**src/hdl/oag_pkg.sv**
```systemverilog
// Purpose: Shared constants and types of the operand address generator
// Assumes: Register and segment codes come from the instruction decoder
// Notes:   Codes below are this block's own encoding
`default_nettype none
package oag_pkg;
	localparam int ADDR_W   = 32;
	localparam int SEL_W    = 16;
	localparam int FAR_W    = 48;
	localparam int QUAD_W   = 64;
	localparam int DISP8_W  = 8;
	localparam int DISP16_W = 16;
	localparam int FAR_SEL_LSB = 32;

	// General-purpose register numbers
	typedef enum logic [2:0] {
		OAG_GPR_ACC   = 3'h0,
		OAG_GPR_CNT   = 3'h1,
		OAG_GPR_DHI   = 3'h2,
		OAG_GPR_BASE  = 3'h3,
		OAG_GPR_STACK = 3'h4,
		OAG_GPR_FRAME = 3'h5,
		OAG_GPR_SRC   = 3'h6,
		OAG_GPR_DST   = 3'h7
	} oag_gpr_t;

	typedef enum logic [2:0] {
		OAG_SEG_STRING_TARGET = 3'h0,
		OAG_SEG_CODE          = 3'h1,
		OAG_SEG_STACK         = 3'h2,
		OAG_SEG_DATA          = 3'h3,
		OAG_SEG_AUX0          = 3'h4,
		OAG_SEG_AUX1          = 3'h5
	} oag_seg_t;

	// Kind of memory reference being addressed
	typedef enum logic [1:0] {
		OAG_REF_DATA     = 2'h0,
		OAG_REF_FETCH    = 2'h1,
		OAG_REF_PUSHPOP  = 2'h2,
		OAG_REF_STR_DEST = 2'h3
	} oag_ref_t;

	typedef enum logic [1:0] {
		OAG_DISP_8  = 2'h0,
		OAG_DISP_16 = 2'h1,
		OAG_DISP_32 = 2'h2
	} oag_disp_t;

	// Index multiplier as a left shift
	typedef enum logic [1:0] {
		OAG_SCALE_1 = 2'h0,
		OAG_SCALE_2 = 2'h1,
		OAG_SCALE_4 = 2'h2,
		OAG_SCALE_8 = 2'h3
	} oag_scale_t;
endpackage : oag_pkg
`default_nettype wire

```
**src/hdl/oag_addr_if.sv**
```systemverilog
// Purpose: Carries address components between the generator and its helpers
// Assumes: All signals combinational within one cycle
// Notes:   One modport per helper, one for the owner
`timescale 1ns/1ps
`default_nettype none
interface oag_addr_if;
	import oag_pkg::*;
	logic                base_en;
	oag_gpr_t            base_id;
	logic [ADDR_W-1:0]   base_val;
	logic                index_en;
	oag_gpr_t            index_id;
	logic [ADDR_W-1:0]   index_val;
	oag_scale_t          scale;
	logic                disp_en;
	oag_disp_t           disp_w;
	logic [ADDR_W-1:0]   disp_val;
	logic [ADDR_W-1:0]   ea;
	logic                index_bad;
	oag_ref_t            ref_kind;
	logic                ovr_en;
	oag_seg_t            ovr_seg;
	oag_seg_t            seg;

	modport owner (output base_en, base_id, base_val, index_en, index_id, index_val, scale,
		disp_en, disp_w, disp_val, ref_kind, ovr_en, ovr_seg, input ea, index_bad, seg);
	modport adder (input base_en, base_val, index_en, index_id, index_val, scale,
		disp_en, disp_w, disp_val, output ea, index_bad);
	modport selector (input base_en, base_id, ref_kind, ovr_en, ovr_seg, output seg);
endinterface : oag_addr_if
`default_nettype wire

```
**src/hdl/oag_ea_adder.sv**
```systemverilog
// Purpose: Effective address sum of displacement, base and scaled index
// Assumes: Absent components are flagged by their enables
// Notes:   Purely combinational, wraps at 32 bits
`timescale 1ns/1ps
`default_nettype none
module oag_ea_adder
	import oag_pkg::*;
(
	oag_addr_if.adder a
);
	logic [ADDR_W-1:0] disp_sx;
	logic [ADDR_W-1:0] base_term;
	logic [ADDR_W-1:0] index_term;

	always_comb begin
		disp_sx = '0;
		if (a.disp_en) begin
			unique case (a.disp_w)
				OAG_DISP_8:  disp_sx = {{(ADDR_W-DISP8_W){a.disp_val[DISP8_W-1]}},
					a.disp_val[DISP8_W-1:0]};
				OAG_DISP_16: disp_sx = {{(ADDR_W-DISP16_W){a.disp_val[DISP16_W-1]}},
					a.disp_val[DISP16_W-1:0]};
				default:     disp_sx = a.disp_val;
			endcase
		end
	end

	// Stack pointer is never an index
	assign a.index_bad = a.index_en && (a.index_id == OAG_GPR_STACK);
	assign base_term   = a.base_en ? a.base_val : '0;
	// Scale only touches a present, legal index
	assign index_term  = (a.index_en && !a.index_bad) ?
		(a.index_val << a.scale) : '0;
	// Carry out of bit 31 is dropped
	assign a.ea = disp_sx + base_term + index_term;
endmodule : oag_ea_adder
`default_nettype wire

```
**src/hdl/oag_seg_select.sv**
```systemverilog
// Purpose: Default segment choice and override filtering
// Assumes: Override prefix already decoded into a segment code
// Notes:   Fetch, push/pop and string destination ignore overrides
`timescale 1ns/1ps
`default_nettype none
module oag_seg_select
	import oag_pkg::*;
(
	oag_addr_if.selector s
);
	logic stack_based;

	assign stack_based = s.base_en &&
		(s.base_id == OAG_GPR_STACK || s.base_id == OAG_GPR_FRAME);

	always_comb begin
		unique case (s.ref_kind)
			OAG_REF_FETCH:    s.seg = OAG_SEG_CODE;
			OAG_REF_PUSHPOP:  s.seg = OAG_SEG_STACK;
			OAG_REF_STR_DEST: s.seg = OAG_SEG_STRING_TARGET;
			default: begin
				if (s.ovr_en)
					s.seg = s.ovr_seg;
				else if (stack_based)
					s.seg = OAG_SEG_STACK;
				else
					s.seg = OAG_SEG_DATA;
			end
		endcase
	end
endmodule : oag_seg_select
`default_nettype wire

```
**src/hdl/oag_top.sv**
```systemverilog
// Purpose: Operand address generator between decoder and memory stage
// Assumes: Decoder inputs synchronous to i_clk, one request per cycle
// Notes:   All results but the byte addresses registered, one cycle after the request
`timescale 1ns/1ps
`default_nettype none
module oag_top
	import oag_pkg::*;
(
	input  wire logic              i_clk,
	input  wire logic              i_reset,
	input  wire logic              i_req_valid,
	input  wire oag_ref_t          i_ref_kind,
	input  wire logic              i_base_en,
	input  wire oag_gpr_t          i_base_id,
	input  wire logic [ADDR_W-1:0] i_base_val,
	input  wire logic              i_index_en,
	input  wire oag_gpr_t          i_index_id,
	input  wire logic [ADDR_W-1:0] i_index_val,
	input  wire oag_scale_t        i_scale,
	input  wire logic              i_disp_en,
	input  wire oag_disp_t         i_disp_w,
	input  wire logic [ADDR_W-1:0] i_disp_val,
	input  wire logic              i_ovr_en,
	input  wire oag_seg_t          i_ovr_seg,
	input  wire logic [ADDR_W-1:0] i_store_data,
	input  wire logic              i_sel_load,
	input  wire logic              i_sel_from_reg,
	input  wire logic [SEL_W-1:0]  i_sel_mem,
	input  wire logic [SEL_W-1:0]  i_sel_reg,
	input  wire oag_seg_t          i_sel_target,
	input  wire logic              i_far_valid,
	input  wire logic [FAR_W-1:0]  i_far_mem,
	input  wire logic [ADDR_W-1:0] i_data_high_reg,
	input  wire logic [ADDR_W-1:0] i_accumulator_reg,
	input  wire logic [QUAD_W-1:0] i_quad_result,
	input  wire logic              i_imm_valid,
	input  wire logic              i_quotient_op,
	output logic                   o_valid,
	output logic [ADDR_W-1:0]      o_ea,
	output oag_seg_t               o_seg,
	output logic                   o_index_fault,
	output logic [ADDR_W-1:0]      o_byte_addr [4],
	output logic [7:0]             o_byte_data [4],
	output logic                   o_sel_valid,
	output oag_seg_t               o_sel_target,
	output logic [SEL_W-1:0]       o_sel_value,
	output logic                   o_far_valid,
	output logic [ADDR_W-1:0]      o_far_offset,
	output logic [SEL_W-1:0]       o_far_selector,
	output logic [QUAD_W-1:0]      o_quad_operand,
	output logic [ADDR_W-1:0]      o_quad_high,
	output logic [ADDR_W-1:0]      o_quad_low,
	output logic                   o_imm_refused
);
	////////////////////////////////////////////////////////////////////////////
	oag_addr_if ai ();

	assign ai.base_en   = i_base_en;
	assign ai.base_id   = i_base_id;
	assign ai.base_val  = i_base_val;
	assign ai.index_en  = i_index_en;
	assign ai.index_id  = i_index_id;
	assign ai.index_val = i_index_val;
	assign ai.scale     = i_scale;
	assign ai.disp_en   = i_disp_en;
	assign ai.disp_w    = i_disp_w;
	assign ai.disp_val  = i_disp_val;
	assign ai.ref_kind  = i_ref_kind;
	assign ai.ovr_en    = i_ovr_en;
	assign ai.ovr_seg   = i_ovr_seg;

	oag_ea_adder   u_adder (.a(ai.adder));
	oag_seg_select u_segsel (.s(ai.selector));

	////////////////////////////////////////////////////////////////////////////
	logic                  valid_r;
	logic [ADDR_W-1:0]     ea_r;
	oag_seg_t              seg_r;
	logic                  index_fault_r;
	logic [ADDR_W-1:0]     store_r;

	always_ff @(posedge i_clk or posedge i_reset) begin
		if (i_reset) begin
			valid_r       <= 1'b0;
			ea_r          <= '0;
			seg_r         <= OAG_SEG_DATA;
			index_fault_r <= 1'b0;
			store_r       <= '0;
		end else begin
			valid_r       <= i_req_valid;
			index_fault_r <= i_req_valid && ai.index_bad;
			if (i_req_valid) begin
				ea_r    <= ai.ea;
				seg_r   <= ai.seg;
				store_r <= i_store_data;
			end
		end
	end

	assign o_valid       = valid_r;
	assign o_ea          = ea_r;
	assign o_seg         = seg_r;
	assign o_index_fault = index_fault_r;

	// Byte k of the operand sits at address ea+k
	for (genvar k = 0; k < 4; k++) begin : g_lane
		assign o_byte_addr[k] = ea_r + ADDR_W'(k);
		assign o_byte_data[k] = store_r[8*k +: 8];
	end

	////////////////////////////////////////////////////////////////////////////
	logic                  sel_valid_r;
	oag_seg_t              sel_target_r;
	logic [SEL_W-1:0]      sel_value_r;

	always_ff @(posedge i_clk or posedge i_reset) begin
		if (i_reset) begin
			sel_valid_r  <= 1'b0;
			sel_target_r <= OAG_SEG_DATA;
			sel_value_r  <= '0;
		end else begin
			sel_valid_r <= i_sel_load;
			if (i_sel_load) begin
				sel_target_r <= i_sel_target;
				sel_value_r  <= i_sel_from_reg ? i_sel_reg : i_sel_mem;
			end
		end
	end

	assign o_sel_valid  = sel_valid_r;
	assign o_sel_target = sel_target_r;
	assign o_sel_value  = sel_value_r;

	////////////////////////////////////////////////////////////////////////////
	logic                  far_valid_r;
	logic [ADDR_W-1:0]     far_off_r;
	logic [SEL_W-1:0]      far_sel_r;

	always_ff @(posedge i_clk or posedge i_reset) begin
		if (i_reset) begin
			far_valid_r <= 1'b0;
			far_off_r   <= '0;
			far_sel_r   <= '0;
		end else begin
			far_valid_r <= i_far_valid;
			if (i_far_valid) begin
				far_off_r <= i_far_mem[ADDR_W-1:0];
				far_sel_r <= i_far_mem[FAR_W-1:FAR_SEL_LSB];
			end
		end
	end

	assign o_far_valid    = far_valid_r;
	assign o_far_offset   = far_off_r;
	assign o_far_selector = far_sel_r;

	////////////////////////////////////////////////////////////////////////////
	logic [QUAD_W-1:0]     quad_r;
	logic [ADDR_W-1:0]     qhigh_r;
	logic [ADDR_W-1:0]     qlow_r;
	logic                  imm_ref_r;

	always_ff @(posedge i_clk or posedge i_reset) begin
		if (i_reset) begin
			quad_r  <= '0;
			qhigh_r <= '0;
			qlow_r  <= '0;
		end else begin
			quad_r  <= {i_data_high_reg, i_accumulator_reg};
			qhigh_r <= i_quad_result[QUAD_W-1:ADDR_W];
			qlow_r  <= i_quad_result[ADDR_W-1:0];
		end
	end

	// Immediate field is 32 bits wide, so it cannot pass the doubleword range
	always_ff @(posedge i_clk or posedge i_reset) begin
		if (i_reset)
			imm_ref_r <= 1'b0;
		else
			imm_ref_r <= i_imm_valid && i_quotient_op;
	end

	assign o_quad_operand = quad_r;
	assign o_quad_high    = qhigh_r;
	assign o_quad_low     = qlow_r;
	assign o_imm_refused  = imm_ref_r;

	////////////////////////////////////////////////////////////////////////////
	// Independent wide reference sum for checking
	logic signed [39:0] chk_disp;
	logic signed [39:0] chk_sum;

	always_comb begin
		chk_disp = '0;
		if (i_disp_en) begin
			if (i_disp_w == OAG_DISP_8)
				chk_disp = 40'($signed(i_disp_val[7:0]));
			else if (i_disp_w == OAG_DISP_16)
				chk_disp = 40'($signed(i_disp_val[15:0]));
			else
				chk_disp = 40'($signed(i_disp_val));
		end
		chk_sum = chk_disp;
		if (i_base_en)
			chk_sum = chk_sum + 40'($signed(i_base_val));
		if (i_index_en && i_index_id != OAG_GPR_STACK)
			chk_sum = chk_sum + 40'($signed(i_index_val)) * (40'sh1 <<< i_scale);
	end

	property p_ea_sum;
		@(posedge i_clk) disable iff (i_reset)
		i_req_valid |=> o_valid && o_ea == $past(chk_sum[31:0]);
	endproperty
	a_ea_sum: assert property (p_ea_sum) else $error("EA sum mismatch");

	property p_idx_fault;
		@(posedge i_clk) disable iff (i_reset)
		(i_req_valid && i_index_en && i_index_id == OAG_GPR_STACK) |=> o_index_fault;
	endproperty
	a_idx_fault: assert property (p_idx_fault) else $error("Stack index not flagged");

	property p_fetch_seg;
		@(posedge i_clk) disable iff (i_reset)
		(i_req_valid && i_ref_kind == OAG_REF_FETCH) |=> o_seg == OAG_SEG_CODE;
	endproperty
	a_fetch_seg: assert property (p_fetch_seg) else $error("Fetch not on code seg");

	property p_push_seg;
		@(posedge i_clk) disable iff (i_reset)
		(i_req_valid && i_ref_kind == OAG_REF_PUSHPOP) ##1 o_valid |-> o_seg == OAG_SEG_STACK;
	endproperty
	a_push_seg: assert property (p_push_seg) else $error("Push/pop not on stack");

	property p_str_seg;
		@(posedge i_clk) disable iff (i_reset)
		(i_req_valid && i_ref_kind == OAG_REF_STR_DEST && i_ovr_en)
			|=> o_seg == OAG_SEG_STRING_TARGET;
	endproperty
	a_str_seg: assert property (p_str_seg) else $error("String dest overridden");

	property p_default_seg;
		@(posedge i_clk) disable iff (i_reset)
		(i_req_valid && i_ref_kind == OAG_REF_DATA && !i_ovr_en)
			|=> o_seg == ($past(i_base_en) && ($past(i_base_id) == OAG_GPR_STACK
				|| $past(i_base_id) == OAG_GPR_FRAME) ? OAG_SEG_STACK : OAG_SEG_DATA);
	endproperty
	a_default_seg: assert property (p_default_seg) else $error("Wrong default seg");

	property p_ovr_seg;
		@(posedge i_clk) disable iff (i_reset)
		(i_req_valid && i_ref_kind == OAG_REF_DATA && i_ovr_en) |=> o_seg == $past(i_ovr_seg);
	endproperty
	a_ovr_seg: assert property (p_ovr_seg) else $error("Override not applied");

	property p_far;
		@(posedge i_clk) disable iff (i_reset)
		i_far_valid |=> o_far_valid && {o_far_selector, o_far_offset} == $past(i_far_mem);
	endproperty
	a_far: assert property (p_far) else $error("Far pointer split wrong");

	property p_quad;
		@(posedge i_clk) disable iff (i_reset)
		1'b1 |=> o_quad_operand[63:32] == $past(i_data_high_reg)
			&& o_quad_low == $past(i_quad_result[31:0]);
	endproperty
	a_quad: assert property (p_quad) else $error("Register pair order wrong");

	property p_imm;
		@(posedge i_clk) disable iff (i_reset)
		(i_imm_valid && !i_quotient_op) |=> !o_imm_refused;
	endproperty
	a_imm: assert property (p_imm) else $error("Immediate wrongly refused");

	property p_sel;
		@(posedge i_clk) disable iff (i_reset)
		(i_sel_load && i_sel_from_reg) |=> o_sel_valid && o_sel_value == $past(i_sel_reg);
	endproperty
	a_sel: assert property (p_sel) else $error("Selector load wrong");

	property p_lane;
		@(posedge i_clk) disable iff (i_reset)
		i_req_valid |=> o_byte_addr[0] == o_ea && o_byte_data[0] == $past(i_store_data[7:0])
			&& o_byte_data[3] == $past(i_store_data[31:24]);
	endproperty
	a_lane: assert property (p_lane) else $error("Lowest byte misplaced");
endmodule : oag_top
`default_nettype wire

```
**config.mk**
```make
export PLATFORM = sky130hd
export DESIGN_NAME = oag_top
export DESIGN_NICKNAME = d
export VERILOG_FILES = /design/src/hdl/oag_pkg.sv /design/src/hdl/oag_addr_if.sv /design/src/hdl/oag_ea_adder.sv /design/src/hdl/oag_seg_select.sv /design/src/hdl/oag_top.sv
export SDC_FILE = /design/constraint.sdc
export NUM_CORES = 1
export LEC_CHECK = 0
export BUFFER_PORTS_ARGS = -buffer_cell sky130_fd_sc_hd__buf_2
export CAP_MARGIN = 25
export CORE_AREA = 2 2 297 299
export CTS_CLUSTER_SIZE = 24
export DETAILED_ROUTE_END_ITERATION = 10
export DIE_AREA = 0 0 299 301
export SLEW_MARGIN = 10
export SYNTH_ARGS = -nofsm -noshare
export SYNTH_HDL_FRONTEND = slang
export SYNTH_SLANG_ARGS = --single-unit
```
**constraint.sdc**
```tcl
create_clock -name i_clk -period 13.69 [get_ports i_clk]
set_input_delay 2.0535 -clock i_clk [delete_from_list [all_inputs] [get_ports i_clk]]
set_output_delay 2.0535 -clock i_clk [all_outputs]
set_load 0.01 [all_outputs]
```
======== After elaboration in Yosys (flattened, before gate mapping) ========
Cells that the tools add are included.
word-level totals
  output and inout port bits .............. 395
  bits in latches ......................... 0
  word-level logic and storage cells ...... 44
  input port bits ......................... 366
  bits in read-only memories .............. 0
  memory bits (writable) .................. 0
  memories ................................ 0
  register bits after elaboration ......... 267
operators by class
  add/sub/neg operators ................... 5
  eq/ne operators ......................... 7
  shifts and indexed selects .............. 1
  bitwise gates (word level) .............. 0
  reductions and logical operators ........ 8
  multiplexer cells ....................... 8
  divide/modulo/power cells ............... 0
  multiply operators ...................... 0
  magnitude comparators ................... 0
operators with widths
  kind                   number
  $mux 32                3
  $add 32x2->32 const B  2
  $add 32x32->32         2
  $pmux 32 s2            1
  $add 32x1->32 const B  1
  $shl 32x2->32          1
  $mux 16                1
  $eq 3x3->1 const B     3
  $pmux 3 s3             1
  $logic_and 1x1->1      5
  $eq 2x1->1 const B     2
  $eq 2x2->1 const B     2
  $mux 3                 1
  $logic_not 2->1        1
  $logic_not 1->1        1
  $logic_or 1x1->1       1
  $mux 1                 1

======== Depth between registers and ports, before layout ========
  depth after elaboration ................. 6
  mapped depth ............................ 17

======== Hierarchy ========
Synthesis repeated with hierarchy kept, for this count alone.
second synthesis, totals
  cells, all modules ...................... 1224
  area total of the unflattened synthesis .. 14227.4 um2
by module, submodules not included
  module          cells each  times used  area each (um2)
  oag_top         756         1           10575.1
  oag_ea_adder    461         1           3590.9
  oag_seg_select  7           1           61.3

======== Worst setup path before layout ========
OpenSTA, ideal clock, no wires.
  path kind ............................... input port to flip-flop
  start point ............................. input port i_scale[0]
  end point ............................... register ea_r[31], in the netlist o_ea[31]
  cell stages on the path ................. 17
  data arrival time ....................... 5840 ps
  data required time ...................... 13621 ps
  library setup time ...................... 69 ps
  path slack .............................. 7781 ps
  cells stage by stage .................... buf_2 -> buf_2 -> clkbuf_1 -> mux2i_1 -> or3_1 -> fa_1 -> inv_1 -> ha_1 -> inv_1 -> fa_1 -> nor2b_1 -> o31a_1 -> a21o_1 -> o21ai_0 -> a31oi_1 -> or4_1 -> nand3_1
between the ends
  cells in the longest elaborated chain, start to end .. 3
ends and longest elaborated chain
  element                 line                RTL
  start: declaration      oag_top.sv:19       input wire oag_scale_t i_scale,
  $shl 32x2->32           oag_ea_adder.sv:33  (a.index_val << a.scale) : '0;
  $mux 32                 oag_ea_adder.sv:32  assign index_term = (a.index_en && !a.index_bad) ?
  $add 32x32->32          oag_ea_adder.sv:35  assign a.ea = disp_sx + base_term + index_term;
  end signal: assignment  oag_top.sv:93       ea_r <= ai.ea;
  end: declaration        oag_top.sv:77       logic [ADDR_W-1:0] ea_r;
No other way between the ends.
A chain may end at the register's enable or synchronous reset.

==> metrics.txt <==
outcome=complete, no violations; HPWL Detailed=55,100 µm; Max FO, Critical Path=9; Synth Flop Type=dfrtp_1; Post-CTS Resized=0; initial antenna violation count=13; f_max=between 150 and 200 MHz; number of synthesized flops with an enable pin=0; max_slew headroom=35.6%; Async S/R FF share, synth=100%; setup TNS=0 ns; Yosys reg bits=around 270; Worst Hold Margin=0.487 ns; critical path launch point=o_ea[9]; placer congestion estimate=0.889; DRC=0; die width=approximately 300 µm; P_leak=approximately 10 nW; synthesized area per cell=between 10 and 15 µm²; Post-CTS Setup Inserts=0; distinct cell type count after synthesis=69; # clock sinks=between 200 and 300; CTS Buf Count=34; nets=2,434; Final setup viols=0; Sequential Area=roughly 0.0067 mm²; Syn Inst Count=1,299; Worst Path Arrival=approximately 4.3 ns; Detailed Routing Iterations Pass 1=5; largest net degree at the start of global routing=~130; layout cell share with drive strength beyond 1=between 40% and 50%; maximum buffer depth of the clock tree=3; reg2reg start=o_ea[1]; IO buf count=between 700 and 800; Hold Startpoint=o_seg[0]; via count=roughly 13,000; Vias per Instance=between 3 and 4; syn nets=1,731; Avg WL per Cell=21.0 µm; worst-margin pin slew=0.965 ns; CTS tree=built; die area=0.0900 mm²; kind of critical path=reg2out; num rows=108; io pins=761; Worst Hold Class=reg2reg; CP required=about 12 ns; Critical Path Source Type=register; Die Span Y=301 µm; Tot GR Track Use=14.2%; endpoints failing hold=0; Root Buffer=clkbuf_16; Core Region=around 0.086 mm²; final worst path period need=between 6 and 7 ns; Pwr per Cell Area=~150 mW/mm²; fin. max-slew vios=0; filler cell count in the final layout=9,381; Routed WL=between 60,000 and 70,000 µm; GRT overflow=0; Starting Density=between 15 and 20%; first-pass GRT wire length=approximately 90,000 µm; post-synthesis cell area=between 0.01 and 0.015 mm²; worst vdd ir=around 0.000085 V; Critical Path End Type=output port; ANT nets after route=0; register area share after synthesis=47.1%; max-cap viol count=0; fin crit share=46.3%; clock-pin slew on the worst setup and hold paths=roughly 0.060 ns; Skew-Pair Late Insertion Delay=approximately 0.53 ns; CTS Hold Bufs=0; multi-input logic area=~0.0067 mm²; Area Growth Syn to Fin=42.3%; RSZ-0062 raised after global routing=no; H-tree Lvls=2; vias in the first global route=between 10,000 and 15,000; skew final=0 ns; Starting DRT DRC Count=680; YS warnings=0
synth_stat cells, types with 5 or more instances:
master	number	area [µm²]
fa_1	32	641
inv_1	68	255
a21oi_1	53	265
mux2i_1	25	250
nor3_1	8	40.0
a211oi_1	5	37.5
buf_4	34	255
mux4_2	22	495
nand4_1	16	100
ha_1	34	425
mux2_2	99	1110
xor2_1	46	403
or3_1	10	62.6
o21ai_0	30	150
o21a_1	19	143
o211ai_1	13	97.6
nand2b_1	6	37.5
and2_1	16	100
buf_1	6	22.5
o21ai_1	9	45.0
clkbuf_1	68	255
o31ai_1	6	45.0
nor2_1	87	327
nand3_1	28	140
nand2_1	137	514
a21o_1	15	113
and3_1	7	43.8
nor2b_1	8	50.1
xnor2_1	60	526
dfrtp_1	263	6580
cells in the final DEF (no fill, tap or decap), types with 5 or more instances in the layout:
cell type	n
and3_1	7
or3_1	10
nand3_1	28
nor2b_1	7
a21oi_1	53
o21ai_0	30
o211ai_1	13
fa_1	32
clkbuf_8	8
nor3_1	8
o21a_1	19
a21o_1	15
nand2b_1	6
diode_2	7
inv_1	67
a211oi_1	5
nand4_1	16
buf_2	758
and2_1	16
o21ai_1	9
clkinv_2	5
nand2_1	137
mux2i_1	25
xnor2_1	60
xor2_1	46
clkbuf_16	34
dfrtp_1	263
o31ai_1	6
mux4_2	22
ha_1	34
mux2_2	99
nor2_1	87
buf_4	23
worst max-delay path: stages (launching register included):
cell     delay (ns)
dfrtp_1        0.77
nand2_1        0.33
nor2_1         0.52
nand3_1        0.29
nor3_1         0.69
nand3_1        0.47
nor2_1         0.30
xor2_1         0.18
buf_2          0.16
flip-flops by register name (all words and copies together) (netlist names):
| register | flops |
|---|---|
| o_ea | 32 |
| o_quad_operand | 64 |
| o_sel_target | 3 |
| o_imm_refused | 1 |
| store_r | 32 |
| o_sel_valid | 1 |
| o_quad_low | 32 |
| o_seg | 3 |
| o_far_offset | 32 |
| o_sel_value | 16 |
| o_far_valid | 1 |
| o_far_selector | 16 |
| o_valid | 1 |
| o_quad_high | 32 |
| o_index_fault | 1 |
routing by layer:
| metal | global-route usage (%) | vias to the layer above | part of all wire (%) |
|---|---|---|---|
| li1 | - | 5785 | - |
| met1 | 19.4 | 6248 | 45 |
| met2 | 23.1 | 514 | 47 |
| met3 | 2.71 | 78 | 6.0 |
| met4 | 3.54 | 8 | 2.1 |
| met5 | 0 | - | 0.085 |
through the flow:
stage          power (mW)  std cells  util, %  instance area (µm²)  setup slack, ns
2_1_floorplan        1.53       1299        -                14200             4.29
3_3_place_gp         2.05       3120     22.0                19000             7.11
3_5_place_dp         2.05       3121     22.0                19100             7.12
4_1_cts              3.00       3182     23.3                20200             7.02
5_1_grt              3.11       3184     23.4                20200             6.89
6_report             2.93       3189     23.4                20200             7.35
final timing paths:
kind                                   end  slack (ns)  cells past startpoint
hold / removal                    o_seg[0]        0.49                      2
setup reg to reg                   o_ea[1]       12.44                      2
setup / recovery           o_byte_addr[27]        7.35                      8
min in group asynchronous       store_r[2]        1.59                      2
hold reg to reg                   o_seg[0]        0.49                      2
max in group asynchronous   o_quad_low[18]       10.13                      4
kinds of logic after synthesis:
kind of cell             Yosys count  share of synthesized area [%]
adder cells (fa/ha/maj)           66                           7.51
XOR/XNOR                         107                           6.65
AO/OA/AOI/OAI                    183                           8.38
flip-flops                       267                           47.1
multiplexers                     147                           13.2
AND/OR/NAND/NOR                  344                           11.1
buffers and inverters            185                           6.07
report_power, final:
part / internal [mW] / switching [mW]
Sequential: 0.872 / 0.122
Combinational: 0.410 / 0.609
Clock: 0.543 / 0.379
area by class of cell:
type / instances / share of cell area (%)
Multi-Input combinational cell: 847 / 32.9
Sequential cell: 267 / 33.1
Antenna cell: 7 / 0.0867
Timing Repair Buffer: 783 / 19.8
Clock inverter: 16 / 0.830
Tap cell: 1155 / 7.15
Inverter: 69 / 1.32
Clock buffer: 45 / 4.81
Power figures use the tool's default switching activity.
